==> config.mk <==
export PLATFORM = sky130hd
export DESIGN_NAME = pcg_port
export DESIGN_NICKNAME = d
export VERILOG_FILES = /design/src/design/pcg_pkg.sv /design/src/design/pcg_ovr_if.sv /design/src/design/pcg_ovr_mux.sv /design/src/design/pcg_port.sv
export SDC_FILE = /design/constraint.sdc
export NUM_CORES = 1
export LEC_CHECK = 0
export BUFFER_PORTS_ARGS = -buffer_cell sky130_fd_sc_hd__buf_2
export CAP_MARGIN = 20
export CELL_PAD_IN_SITES_DETAIL_PLACEMENT = 0
export CELL_PAD_IN_SITES_GLOBAL_PLACEMENT = 2
export CORE_MARGIN = 4
export CORE_UTILIZATION = 30
export DETAILED_ROUTE_END_ITERATION = 6
export PLACE_DENSITY_LB_ADDON = 0.1
export SLEW_MARGIN = 20
export SYNTH_ARGS = -nofsm -noshare
export SYNTH_HDL_FRONTEND = slang
export SYNTH_SLANG_ARGS = --single-unit
==> constraint.sdc <==
create_clock -name clk_sys_in -period 1.45 [get_ports clk_sys_in]
set_input_delay 0.2175 -clock clk_sys_in [delete_from_list [all_inputs] [get_ports clk_sys_in]]
set_output_delay 0.2175 -clock clk_sys_in [all_outputs]
set_load 0.01 [all_outputs]
==> src/design/pcg_pkg.sv <==
package pcg_pkg;
	localparam int unsigned PCG_W = 8;
	localparam logic [1:0] PCG_OFF_PIN = 2'h0;
	localparam logic [1:0] PCG_OFF_LATCH = 2'h1;
	localparam logic [1:0] PCG_OFF_DIR = 2'h2;
	localparam logic [1:0] PCG_OFF_CFG = 2'h3;
	// Bits with a latch and direction flop: 0,1,2,6,7
	localparam logic [7:0] PCG_IMPL_MASK = 8'hc7;
	// Bits that exist as pins: all but bit 3
	localparam logic [7:0] PCG_PIN_MASK = 8'hf7;
	localparam logic [7:0] PCG_LATCH_RST = 8'h00;
	localparam logic [7:0] PCG_DIR_RST = 8'hc7;
	localparam logic [3:0] PCG_CFG_RST = 4'h2;
	localparam int unsigned PCG_CFG_USB_MODULE_ENABLE = 0;
	localparam int unsigned PCG_CFG_XCVR_DIS = 1;
	localparam int unsigned PCG_CFG_T1OSC = 2;
	localparam int unsigned PCG_CFG_OE_BIT = 1;
	localparam int unsigned PCG_CFG_CCP_PIN = 2;
	localparam int unsigned PCG_TX_PIN = 6;
	localparam int unsigned PCG_RX_PIN = 7;
	localparam int unsigned PCG_DM_PIN = 4;
	localparam int unsigned PCG_DP_PIN = 5;
endpackage : pcg_pkg

==> src/design/pcg_ovr_if.sv <==
`timescale 1ns/10ps
interface pcg_ovr_if;
	logic [7:0] ovr_en;
	logic [7:0] ovr_oe;
	logic [7:0] ovr_out;
	modport src (output ovr_en, output ovr_oe, output ovr_out);
	modport dst (input ovr_en, input ovr_oe, input ovr_out);
endinterface : pcg_ovr_if

==> src/design/pcg_ovr_mux.sv <==
`timescale 1ns/10ps
module pcg_ovr_mux
	import pcg_pkg::*;
(
	input  wire logic [7:0] dir_in,
	input  wire logic       usb_en_in,
	input  wire logic       xcvr_dis_in,
	input  wire logic       t1osc_en_in,
	input  wire logic       ccp_out_en_in,
	input  wire logic       ccp_out_in,
	input  wire logic       ser_tx_en_in,
	input  wire logic       ser_tx_in,
	input  wire logic       usb_oe_n_in,
	input  wire logic       usb_dm_out_in,
	input  wire logic       usb_dp_out_in,
	input  wire logic       usb_drive_in,
	input  wire logic       xcvr_oe_n_in,
	pcg_ovr_if.src          ovr
);
	logic ext_xcvr;
	logic int_xcvr;
	assign ext_xcvr = usb_en_in & xcvr_dis_in;
	assign int_xcvr = usb_en_in & ~xcvr_dis_in;
	always_comb begin
		ovr.ovr_en = 8'h00;
		ovr.ovr_oe = 8'h00;
		ovr.ovr_out = 8'h00;
		if (t1osc_en_in) begin
			// Oscillator pins go analog: digital driver off
			ovr.ovr_en[1:0] = 2'h3;
		end else if (ext_xcvr) begin
			// Transceiver enable on bit 1 as the pin table places it
			ovr.ovr_en[PCG_CFG_OE_BIT] = 1'b1;
			ovr.ovr_oe[PCG_CFG_OE_BIT] = 1'b1;
			ovr.ovr_out[PCG_CFG_OE_BIT] = xcvr_oe_n_in;
		end
		if (ccp_out_en_in && !dir_in[PCG_CFG_CCP_PIN]) begin
			ovr.ovr_en[PCG_CFG_CCP_PIN] = 1'b1;
			ovr.ovr_oe[PCG_CFG_CCP_PIN] = 1'b1;
			ovr.ovr_out[PCG_CFG_CCP_PIN] = ccp_out_in;
		end
		if (ser_tx_en_in && !dir_in[PCG_TX_PIN]) begin
			// Serial transmit or sync clock beats latch data
			ovr.ovr_en[PCG_TX_PIN] = 1'b1;
			ovr.ovr_oe[PCG_TX_PIN] = 1'b1;
			ovr.ovr_out[PCG_TX_PIN] = ser_tx_in;
		end
		if (int_xcvr) begin
			// USB data lines follow the module's current operation
			ovr.ovr_en[PCG_DP_PIN:PCG_DM_PIN] = 2'h3;
			ovr.ovr_oe[PCG_DP_PIN:PCG_DM_PIN] = {2{usb_drive_in & ~usb_oe_n_in}};
			ovr.ovr_out[PCG_DM_PIN] = usb_dm_out_in;
			ovr.ovr_out[PCG_DP_PIN] = usb_dp_out_in;
		end
	end
endmodule : pcg_ovr_mux

==> src/design/pcg_port.sv <==
// The placing of the registers and the address-and-strobe port are this design's own decisions.
`timescale 1ns/10ps
// What this block does
// - Direction one: pin driver released, input
// - Direction zero: pin driven from latch
// - Seven pins; bit three absent
// - Latch register reads back latch, not pins
// - USB pins: no direction; inputs unless the internal transceiver drives them
// - External transceiver: USB pins stay inputs
// - Internal transceiver: USB sets pin direction
// - External transceiver drives output enable pin unless timer oscillator on
// - Reset: all pins inputs, USB pins included
// - USB pin input only when USB off
// - Direction reads stored value despite overrides
// - Oscillator and USB overrides force pin direction; compare and serial need direction zero
// - Bit two: compare output or capture input
// - Bit six carries synchronous serial clock
// - Timer oscillator disables digital bits zero, one
// - Non-USB pins use Schmitt inputs
module pcg_port
	import pcg_pkg::*;
(
	input  wire logic       clk_sys_in,
	input  wire logic       rst_n_in,
	input  wire logic       clk_en_in,
	input  wire logic [1:0] addr_in,
	input  wire logic [7:0] wdata_in,
	input  wire logic       wr_in,
	input  wire logic       rd_in,
	output logic      [7:0] rdata_out,
	input  wire logic [7:0] pin_in,
	output logic      [7:0] pin_out,
	output logic      [7:0] pin_oe_out,
	input  wire logic       ccp_out_en_in,
	input  wire logic       ccp_out_in,
	input  wire logic       ser_tx_en_in,
	input  wire logic       ser_tx_in,
	input  wire logic       usb_oe_n_in,
	input  wire logic       usb_dm_out_in,
	input  wire logic       usb_dp_out_in,
	input  wire logic       usb_drive_in,
	input  wire logic       xcvr_oe_n_in,
	output logic      [7:0] pin_sync_out,
	output logic            ext_xcvr_minus_in_out,
	output logic            ext_xcvr_plus_in_out,
	output logic            usb_module_enable_out,
	output logic            timer1_osc_en_out
);
	logic [7:0] latch_q, latch_d;
	logic [7:0] dir_q, dir_d;
	logic [3:0] cfg_q, cfg_d;
	logic [7:0] rdata_q, rdata_d;
	logic [7:0] sync1_q, sync2_q;
	logic [7:0] pout_q, pout_d;
	logic [7:0] poe_q, poe_d;
	logic [7:0] read_view;
	logic       port_in_ok;
	pcg_ovr_if  ovr ();

	pcg_ovr_mux u_mux (
		.dir_in        (dir_q),
		.usb_en_in     (cfg_q[PCG_CFG_USB_MODULE_ENABLE]),
		.xcvr_dis_in   (cfg_q[PCG_CFG_XCVR_DIS]),
		.t1osc_en_in   (cfg_q[PCG_CFG_T1OSC]),
		.ccp_out_en_in (ccp_out_en_in),
		.ccp_out_in    (ccp_out_in),
		.ser_tx_en_in  (ser_tx_en_in),
		.ser_tx_in     (ser_tx_in),
		.usb_oe_n_in   (usb_oe_n_in),
		.usb_dm_out_in (usb_dm_out_in),
		.usb_dp_out_in (usb_dp_out_in),
		.usb_drive_in  (usb_drive_in),
		.xcvr_oe_n_in  (xcvr_oe_n_in),
		.ovr           (ovr)
	);

	// USB pins read as port inputs only with module off, on-chip xcvr off
	assign port_in_ok = ~cfg_q[PCG_CFG_USB_MODULE_ENABLE] & cfg_q[PCG_CFG_XCVR_DIS];

	always_comb begin
		read_view = sync2_q & PCG_PIN_MASK;
		if (!port_in_ok) begin
			read_view[PCG_DP_PIN:PCG_DM_PIN] = 2'h0;
		end
		if (cfg_q[PCG_CFG_T1OSC]) begin
			read_view[1:0] = 2'h0;
		end
	end

	// Register file
	always_comb begin
		latch_d = latch_q;
		dir_d = dir_q;
		cfg_d = cfg_q;
		rdata_d = 8'h00;
		if (wr_in) begin
			unique case (addr_in)
				PCG_OFF_PIN, PCG_OFF_LATCH: latch_d = wdata_in & PCG_IMPL_MASK;
				PCG_OFF_DIR: dir_d = wdata_in & PCG_IMPL_MASK;
				PCG_OFF_CFG: cfg_d = wdata_in[3:0];
			endcase
		end
		if (rd_in) begin
			unique case (addr_in)
				PCG_OFF_PIN: rdata_d = read_view;
				PCG_OFF_LATCH: rdata_d = latch_q;
				PCG_OFF_DIR: rdata_d = dir_q;
				PCG_OFF_CFG: rdata_d = {4'h0, cfg_q};
			endcase
		end
	end

	// Pin drive: override first, else direction and latch
	always_comb begin
		pout_d = 8'h00;
		poe_d = 8'h00;
		for (int i = 0; i < PCG_W; i++) begin
			if (ovr.ovr_en[i]) begin
				poe_d[i] = ovr.ovr_oe[i];
				pout_d[i] = ovr.ovr_out[i];
			end else if (PCG_IMPL_MASK[i]) begin
				poe_d[i] = ~dir_q[i];
				pout_d[i] = latch_q[i];
			end
		end
		// Bit 7 is never driven by serial receive; software keeps it input
	end

	always_ff @(posedge clk_sys_in) begin
		if (!rst_n_in) begin
			latch_q <= PCG_LATCH_RST;
			dir_q <= PCG_DIR_RST;
			cfg_q <= PCG_CFG_RST;
			rdata_q <= 8'h00;
			sync1_q <= 8'h00;
			sync2_q <= 8'h00;
			pout_q <= 8'h00;
			poe_q <= 8'h00;
		end else if (clk_en_in) begin
			latch_q <= latch_d;
			dir_q <= dir_d;
			cfg_q <= cfg_d;
			rdata_q <= rdata_d;
			// Buffer type is a pad property; the core only synchronises
			sync1_q <= pin_in;
			sync2_q <= sync1_q;
			pout_q <= pout_d;
			poe_q <= poe_d;
		end
	end

	assign rdata_out = rdata_q;
	assign pin_out = pout_q;
	assign pin_oe_out = poe_q;
	assign pin_sync_out = sync2_q;
	assign ext_xcvr_minus_in_out = sync2_q[PCG_DM_PIN];
	assign ext_xcvr_plus_in_out = sync2_q[PCG_DP_PIN];
	assign usb_module_enable_out = cfg_q[PCG_CFG_USB_MODULE_ENABLE];
	assign timer1_osc_en_out = cfg_q[PCG_CFG_T1OSC];
endmodule : pcg_port

==> results of run 1 <==
## logic make-up (layout without fill, tap and decap cells)
logic type / Yosys count / in the layout / share of synthesized area [%]
compound gates: 31 / 31 / 10.4
mux: 38 / 38 / 18.5
buf+inv: 19 / 83 / 5.84
other cells: 1 / 2 / 0.177
simple gates: 70 / 70 / 16.9
flops: 51 / 51 / 48.1
## critical path, stage by stage (launching register included)
cell and delay, ps:
dfxtp_1 440, buf_4 180, buf_2 130
## layer usage
metal / wire length (um) / up-vias
li1: - / 853
met1: 2590 / 789
met2: 2350 / 49
met3: 327 / 8
met4: 76 / 0
met5: 0 / -
## power groups by stage
stage | combinational, W | clock [W] | sequential (W)
after floorplan | 0.000174 | 0 | 0.00151
after global placement | 0.000287 | 0 | 0.00150
after detailed placement | 0.000287 | 0 | 0.00150
after CTS | 0.000287 | 0.000936 | 0.00147
after global routing | 0.000312 | 0.000991 | 0.00148
final | 0.000281 | 0.000887 | 0.00147
## cells in the mapped netlist, types with 2 or more instances
library cell | number | area share [%]
a211oi_1 | 3 | 1.1
a21oi_1 | 14 | 3.3
a32o_1 | 5 | 2.4
a32oi_1 | 2 | 0.83
buf_2 | 3 | 0.71
buf_4 | 9 | 3.2
buf_6 | 2 | 1.1
clkbuf_1 | 3 | 0.53
dfxtp_1 | 51 | 48
mux2i_1 | 37 | 17
nand2_1 | 13 | 2.3
nand3_1 | 3 | 0.71
nor2_1 | 36 | 6.4
nor2b_1 | 9 | 2.7
o2bb2ai_1 | 2 | 0.83
or3b_1 | 2 | 0.83
## worst paths after layout
check	start	slack (ps)	end	cells after the start
min	pin_in[2]	150	sync1_q[2]	3
max	cfg_q[2]	180	timer1_osc_en_out	2
max reg2reg	cfg_q[0]	260	rdata_out[5]	3
min reg2reg	pin_out[5]	460	pin_out[5]	2
## area by class of cell
type / count / area (um2) / share of cell area, %
clock buffers: 8 / 100 / 3.82
well taps: 96 / 120 / 4.59
flip-flops and latches: 51 / 1020 / 39.0
inverters: 2 / 7.51 / 0.287
multi-input cells: 141 / 980 / 37.4
repair buffers: 73 / 390 / 14.9
## metrics by stage
step,instances,total power [W],hold WS (ps),setup WS [ps],utilization (%)
4_1_cts,371,0.00270,136,165,38.3
2_1_floorplan,211,0.00168,343,285,-
3_3_place_gp,363,0.00179,446,210,36.9
5_1_grt,371,0.00278,142,119,38.3
6_report,371,0.00264,149,177,38.3
3_5_place_dp,363,0.00179,449,201,36.9
## sequential cells by signal (all words and copies together), names as in the netlist
signal / count
dir_q: 5
pin_oe_out: 6
latch_q: 5
sync1_q: 8
pin_sync_out: 8
cfg_q: 4
rdata_out: 8
pin_out: 7
==> metrics.txt, run 1 <==
Sw Pwr 0.000630 W; drt drc 0; Slew Viols, Final 0; min cycle time layout 1270 ps; Clock Latency Late Sink 300 ps; unrepaired setup endpoints after global routing no; Post-Syn Area 0.00212 mm2; post-synthesis cell type count 32; CTS tree built; CTS Buffer Depth 2; leakage power 1.27 nW; CTS sink cnt 51; die width 92.1 um; P per Cell Area 1010 mW/mm2; outcome finished clean; Setup TNS Final 0 ps; Final ANT Viol Nets 0; I/O pins 68; GR Layer Usage met2 19.9%; Final Hold Fails 0; kind of critical path flip-flop to output port; ANT cells 0; maximum number of pins on one net before global-route repair 21; dpl hpwl 3920 um; Die Footprint 0.00848 mm2; DRT Pass-1 Iters 4; final global-route overflow total 0; Cells after Synth 210; Final Net Count 306; post-synthesis sequential area ratio 48.1%; FF+latch count, synth 51; most common cell after layout, fill and taps aside buf_2; busiest grt layer met2; CTS H-Tree Depth 2; Avg Inst Size Synth 10.1 um2; filler instances 748; fmax 0.785 GHz; Routed WL per cell 14.4 um; post_cts resized 0; Hold WC Path Type input pin to flip-flop; Critical Path RT 1230 ps; Initial DRC Count 53; initial antenna violation count 0; met3 Track Usage GR 4.02%; vias in the first global route 1,691; type of origin of the critical path flip-flop; final setup violation count 0; Vias 1,699; first-pass GRT wire length 8650 um; Root Buffer clkbuf_8; clk_skew 6.65 ps; sequential cell fraction of total power 55.8%; gr usage total 13.1%; CP endpoint kind output port; Data arrival, critical path 1060 ps; Int Pwr 0.00201 W; switching share of power 23.9%; CP Max Fanout 5; Top FF cell, synth dfxtp_1; Placement Rows 30; CTS Buf Count 5; Clock transition at path regs 90 ps; final wirelength 5350 um; share of total power in the clock network 33.6%; Area Growth Syn to Fin 23.5%; GPL Wtd Cong 0.700; most frequent cells in the layout buf_2 (63), dfxtp_1 (51), mux2i_1 (37), nor2_1 (36), a21oi_1 (14); final period utilization 87.8%; part of the power in combinational logic 10.6%; hold buffers post-CTS 0; ys async rst share 0%; Port Buffers 63; core area 0.00683 mm2; final instance area 0.00262 mm2; DP Area 0.00252 mm2; maxcap violations 0; GR Util met1 17.7%; post-CTS setup buffers 0; layout cell share with drive strength beyond 1 32.0%; starting density of the core 31.0%; Yosys warnings 0; worst vdd ir 0.371 mV; EDFF count, synth 0; Chip Height 92.1 um; number of vias per cell 4.58
(Power assumes the default switching activity.)
==> inputs of run 2 (changes only) <==
Settings changed: SETUP_SLACK_MARGIN set to 0.3.
==> run 2 against run 1 <==
- power is 0.37% higher
- sequential power about the same
- sequential share of layout area decreased by 0.48 points
- clock-buffer cell count unchanged
- register-to-register slack barely moved
- critical endpoint is now rdata_out[0]
==> metrics.txt, run 2 (synthesized netlist as in run 1, its figures left out) <==
kind of critical path flip-flop to flip-flop; Vias 1,684 (-0.88%); Placement Rows 30 (unchanged); leakage power 1.29 nW (+1.6%); number of vias per cell 4.50 (-1.7%); placed insts 362 (-0.28%); met2 routed WL 2400 um (+1.8%); filler instances 744 (-0.53%); Root Buffer clkbuf_8; worst reg2reg setup slack 270 ps (about the same); CTS Buffer Depth 2 (unchanged); vias in the first global route 1,623 (-4.0%); Clock transition at path regs 90 ps (about the same); ANT cells 0 (unchanged); die width 92.1 um (unchanged); CP endpoint kind flip-flop; Finished Layout Cells 374 (+0.81%); Chip Height 92.1 um (unchanged); Routed WL per cell 14.6 um (+1.1%); final setup violation count 0 (unchanged); maximum number of pins on one net before global-route repair 21 (unchanged); Setup TNS Final 0 ps (unchanged); highest routed layer met4; dpl hpwl 3930 um (+0.11%); drt drc 0 (unchanged); Clock Latency Late Sink 300 ps (about the same); unrepaired setup endpoints after global routing yes; Slew Viols, Final 0 (unchanged); Data arrival, critical path 1440 ps (+380 ps); P per Cell Area 987 mW/mm2 (-2.1%); starting density of the core 31.0% (unchanged); DRT Pass-1 Iters 4 (unchanged); Initial DRC Count 41 (-23%); worst vdd ir 0.597 mV (+61%); final wirelength 5450 um (+1.9%); CTS tree built; met3 WL 280 um (-14%); layout cell share with drive strength beyond 1 34.9% (+2.9 points); R2R depth 4 (+1); type of origin of the critical path flip-flop; final period utilization 81.7% (-6.1 points); Final ANT Viol Nets 0 (unchanged); r2r endpoint rdata_out[0]; gr usage total 13.0% (-0.15 points); most frequent cells in the layout buf_2 (62), dfxtp_1 (47), mux2i_1 (37), nor2_1 (36), nand2_1 (13); Hold Path Depth 3 (unchanged); outcome finished clean; fmax 0.844 GHz (+7.5%); maxcap violations 0 (unchanged); Hold WC Path Type input pin to flip-flop; Hold WS 144 ps (-4.84 ps); I/O pins 68 (unchanged); crit path to rdata_out[0]; first-pass GRT wire length 8490 um (-1.8%); CTS H-Tree Depth 2 (unchanged); Area Growth Syn to Fin 26.5%; GPL Wtd Cong 0.711 (+1.6%); final global-route overflow total 0 (unchanged); min cycle time layout 1180 ps (-88.8 ps); Final Net Count 309 (+0.98%); CTS sink cnt 51 (unchanged); Die Footprint 0.00848 mm2 (unchanged); CP Max Fanout 4 (-1); Final Hold Fails 0 (unchanged); Port Buffers 63 (unchanged); Reg-to-Reg Start cfg_q[2]; initial antenna violation count 0 (unchanged); WL met1 2700 um (+4.1%); Critical Path RT 1700 ps (+470 ps); clk_skew 3.90 ps (-2.75 ps); CTS Buf Count 5 (unchanged); most common cell after layout, fill and taps aside buf_2; Crit. Startpoint cfg_q[2]; core area 0.00683 mm2 (unchanged)
==> run 2: where the power goes <==
group | switching, W | total, W | internal (W) | leakage [nW]
Sequential | 0.0000288 | 0.00147 | 0.00144 | 0.417
Clock | 0.000457 | 0.000893 | 0.000436 | 0.0515
Combinational | 0.000154 | 0.000288 | 0.000134 | 0.825
Total | 0.000640 | 0.00265 | 0.00201 | 1.29
==> run 2: metal layers <==
| metal | up-vias | GRT usage [%] |
|---|---|---|
| li1 | 855 | - |
| met1 | 775 | 17.5 |
| met2 | 47 | 19.9 |
| met3 | 7 | 3.61 |
| met4 | 0 | 4.46 |
| met5 | - | 0 |
==> run 2: what timing repair did <==
item                                    CTS  global route
pin swaps                                 1             6
gates resized for setup                   5             5
hold endpoints to repair                  0             0
hold buffers                              0             0
setup buffers                             1             3
endpoints found under the setup margin    7             6
==> run 2: per-stage QoR <==
stage                     utilization [%]  instance area [um2]  worst slack (ps)  power [W]
after floorplan                         -                 2130               325    0.00168
after global placement               36.8                 2510               214    0.00179
after detailed placement             36.8                 2510               195    0.00179
after CTS                            38.8                 2650               278    0.00269
after global routing                 39.3                 2680               232    0.00279
final                                39.3                 2680               266    0.00265
==> run 2: worst min path at each step <==
stage                startpoint          to
CTS                   pin_in[1]  sync1_q[1]
detailed placement   pin_out[1]  pin_out[1]
floorplan           wdata_in[1]    cfg_q[1]
global placement     pin_out[5]  pin_out[5]
global route        wdata_in[3]    cfg_q[3]
finish                pin_in[5]  sync1_q[5]
==> run 2: worst max-delay path, stage by stage (launching register included) <==
cell and delay (ps):
dfxtp_4 380, buf_12 130, or3b_1 360, a21oi_2 140
a32o_1 120
==> run 2: area by class of cell <==
| cell class | count | area [um2] | share of cell area [%] |
|---|---|---|---|
| Sequential cell | 51 | 1030 | 38.5 |
| Timing Repair Buffer | 76 | 435 | 16.2 |
| Tap cell | 96 | 120 | 4.48 |
| Inverter | 2 | 7.51 | 0.280 |
| Clock buffer | 8 | 100 | 3.73 |
| Multi-Input combinational cell | 141 | 987 | 36.8 |
==> inputs of run 3 (changes only) <==
Settings changed: ABC_AREA set to 1, CORE_UTILIZATION 30 to 27.
Clock period 1.45 ns to 1.1 ns, I/O delays scaled along.
==> run 3 against run 2 <==
- routed wire length increased by 8.0%
- largest power group unchanged
- register-to-register slack lost 80 ps
- core utilization rose by 3.7 points
- highest routed layer unchanged
- clock skew down 1.4 ps
- cell area up 17%
- synthesized area shrank 3.2%
- worst hold slack got worse by 56 ps
- clock power increased by 15%
- sequential share of layout area down 4.2 points
- via count grew 16%
- critical path depth down 3
==> metrics.txt, run 3 <==
FF+latch count, synth 51 (unchanged); vias in the first global route 1,894 (+17%); Die Footprint 0.00906 mm2 (+6.8%); Port Buffers 63 (unchanged); number of vias per cell 4.32 (-4.0%); sequential cell fraction of total power 55.0% (-0.4 points); final setup violation count 0 (unchanged); Area Growth Syn to Fin 53.7%; crit path to usb_module_enable_out; core area 0.00733 mm2 (+7.3%); final global-route overflow total 0 (unchanged); CP Depth 1 (-3); ys async rst share 0% (unchanged); Data arrival, critical path 800 ps (-640 ps); Chip Height 95.2 um (+3.4%); worst reg2reg setup slack 190 ps (-80 ps); Clock transition at path regs 90 ps (about the same); unrepaired setup endpoints after global routing yes; Post-Syn Area 0.00205 mm2 (-3.2%); Placement Rows 31 (+3.3%); filler instances 773 (+3.9%); EDFF count, synth 0 (unchanged); GPL Wtd Cong 0.763 (+7.2%); Critical Path RT 940 ps (-760 ps); top cells by count, synth dfxtp_1 (51), nand2_1 (47), nor2_1 (46); WP buf/inv 1 (unchanged); kind of critical path flip-flop to output port; maximum number of pins on one net before global-route repair 34 (+62%); CTS tree built; CTS Buffer Depth 2 (unchanged); dpl hpwl 4390 um (+12%); Slew Viols, Final 0 (unchanged); Yosys warnings 0 (unchanged); Hold WC Path Type input pin to flip-flop; final wirelength 5890 um (+8.0%); Top FF cell, synth dfxtp_1; P per Cell Area 1150 mW/mm2 (+16%); Final ANT Viol Nets 0 (unchanged); Setup TNS Final 0 ps (unchanged); outcome finished clean; R2R depth 5 (+1); worst path cell trace buf_6; I/O pins 68 (unchanged); gr usage total 13.4% (+0.46 points); drt drc 0 (unchanged); Int Pwr 0.00267 W (+33%); part of the power in combinational logic 16.6% (+5.7 points); Crit path max-delay family flip-flops; post-synthesis cell type count 25 (-22%); CTS Buf Count 5 (unchanged); final period utilization 87.4%; share of total power in the clock network 28.4% (-5.3 points); Power, Total 0.00362 W (+37%); Routed WL per cell 13.0 um (-11%); switching share of power 26.2% (+2.1 points); maxcap violations 0 (unchanged); hold buffers post-CTS 0 (unchanged); most common cell in the netlist dfxtp_1; most common cell after layout, fill and taps aside nor2_1; clk_skew 2.54 ps (-1.37 ps); starting density of the core 28.0% (-3.1 points); Initial DRC Count 48 (+17%); Vias 1,959 (+16%); Clock Latency Late Sink 290 ps (about the same); layout cell share with drive strength beyond 1 50.3% (+15 points); CP max stage cell dfxtp_4; CP endpoint kind output port; Final Net Count 385 (+25%); leakage power 1.37 nW (+6.0%); DRT Pass-1 Iters 4 (unchanged); CTS H-Tree Depth 2 (unchanged); die width 95.2 um (+3.4%); area leader, netlist dfxtp_1; Critical Path Max Stage Delay 400 ps (+20 ps); most frequent cells in the layout nor2_1 (42), nand2_1 (39), buf_6 (38), dfxtp_2 (31), buf_2 (27); CTS sink cnt 51 (unchanged); Avg Inst Size Synth 7.57 um2 (-25%); Root Buffer clkbuf_8; fmax 1.04 GHz; initial antenna violation count 0 (unchanged); largest cells by area after synthesis dfxtp_1 (50%), nand2_1 (8.6%), nor2_1 (8.4%); min cycle time layout 961 ps; CP Max Fanout 5 (+1); worst vdd ir 0.351 mV (-41%); Crit. Startpoint cfg_q[0]; Sw Pwr 0.000949 W (+48%); r2r endpoint rdata_out[0]; post-synthesis sequential area ratio 49.8% (+1.6 points); share of Yosys cell area claimed by the top area cell type 49.8% (+1.6 points); Cells after Synth 271 (+29%); first-pass GRT wire length 9370 um (+10%); Reg-to-Reg Start pin_sync_out[0]; Final Hold Fails 0 (unchanged); type of origin of the critical path flip-flop; ANT cells 0 (unchanged)
run 3: layout make-up:
| class | instances | area (um2) | area share [%] |
|---|---|---|---|
| inverters | 18 | 71.3 | 2.26 |
| clock buffers | 7 | 76.3 | 2.42 |
| multi-input cells | 187 | 1010 | 31.9 |
| well taps | 99 | 124 | 3.93 |
| clock inverters | 1 | 5.00 | 0.159 |
| repair buffers | 90 | 788 | 25.0 |
| flip-flops and latches | 51 | 1080 | 34.3 |
run 3: cell families after synthesis:
kind of cell | share of synthesized area, %
buffers and inverters | 8.05
flip-flops | 49.8
AO/OA/AOI/OAI | 17.8
AND/OR/NAND/NOR | 24.2
other | 0.183
run 3: layer usage:
layer / wire [um] / vias to the layer above / share of wire (%) / GRT usage, %
met4: 53 / 0 / 0.90 / 3.97
met1: 2940 / 864 / 50 / 18.2
met2: 2640 / 39 / 45 / 21.5
met5: 0 / - / 0 / 0
li1: - / 1051 / - / -
met3: 255 / 5 / 4.3 / 2.84
run 3: what timing repair did:
item	in CTS	in global routing
endpoints found under the setup margin	49	52
resized for setup	85	30
hold endpoints to repair	0	0
pin swaps	7	13
buffers inserted	10	3
run 3: worst min-delay path by stage:
stage                     start    endpoint  slack (ps)  cells past startpoint
global placement      pin_in[2]  sync1_q[2]         390                      3
global route          pin_in[7]  sync1_q[7]          90                      3
CTS                   pin_in[2]  sync1_q[2]          80                      3
detailed placement    pin_in[2]  sync1_q[2]         390                      3
finish                pin_in[2]  sync1_q[2]          90                      3
floorplan           wdata_in[0]    dir_q[0]         290                      2
run 3: power groups by stage:
stage	clock, W	sequential, W	combinational (W)
2_1_floorplan	0	0.00203	0.000247
3_3_place_gp	0	0.00202	0.000480
3_5_place_dp	0	0.00202	0.000481
4_1_cts	0.00110	0.00200	0.000577
5_1_grt	0.00116	0.00200	0.000667
6_report	0.00103	0.00199	0.000600
run 3: metrics by stage:
| step | instance area [um2] | setup slack [ps] | hold WS (ps) | util, % | cells |
|---|---|---|---|---|---|
| floorplan | 2080 | 294 | 291 | - | 272 |
| global placement | 2570 | 38.7 | 389 | 35.0 | 432 |
| detailed placement | 2570 | 19.8 | 394 | 35.0 | 432 |
| CTS | 3020 | 131 | 78.8 | 41.2 | 450 |
| global route | 3150 | 101 | 89.2 | 43.0 | 453 |
| finish | 3150 | 139 | 87.8 | 43.0 | 453 |
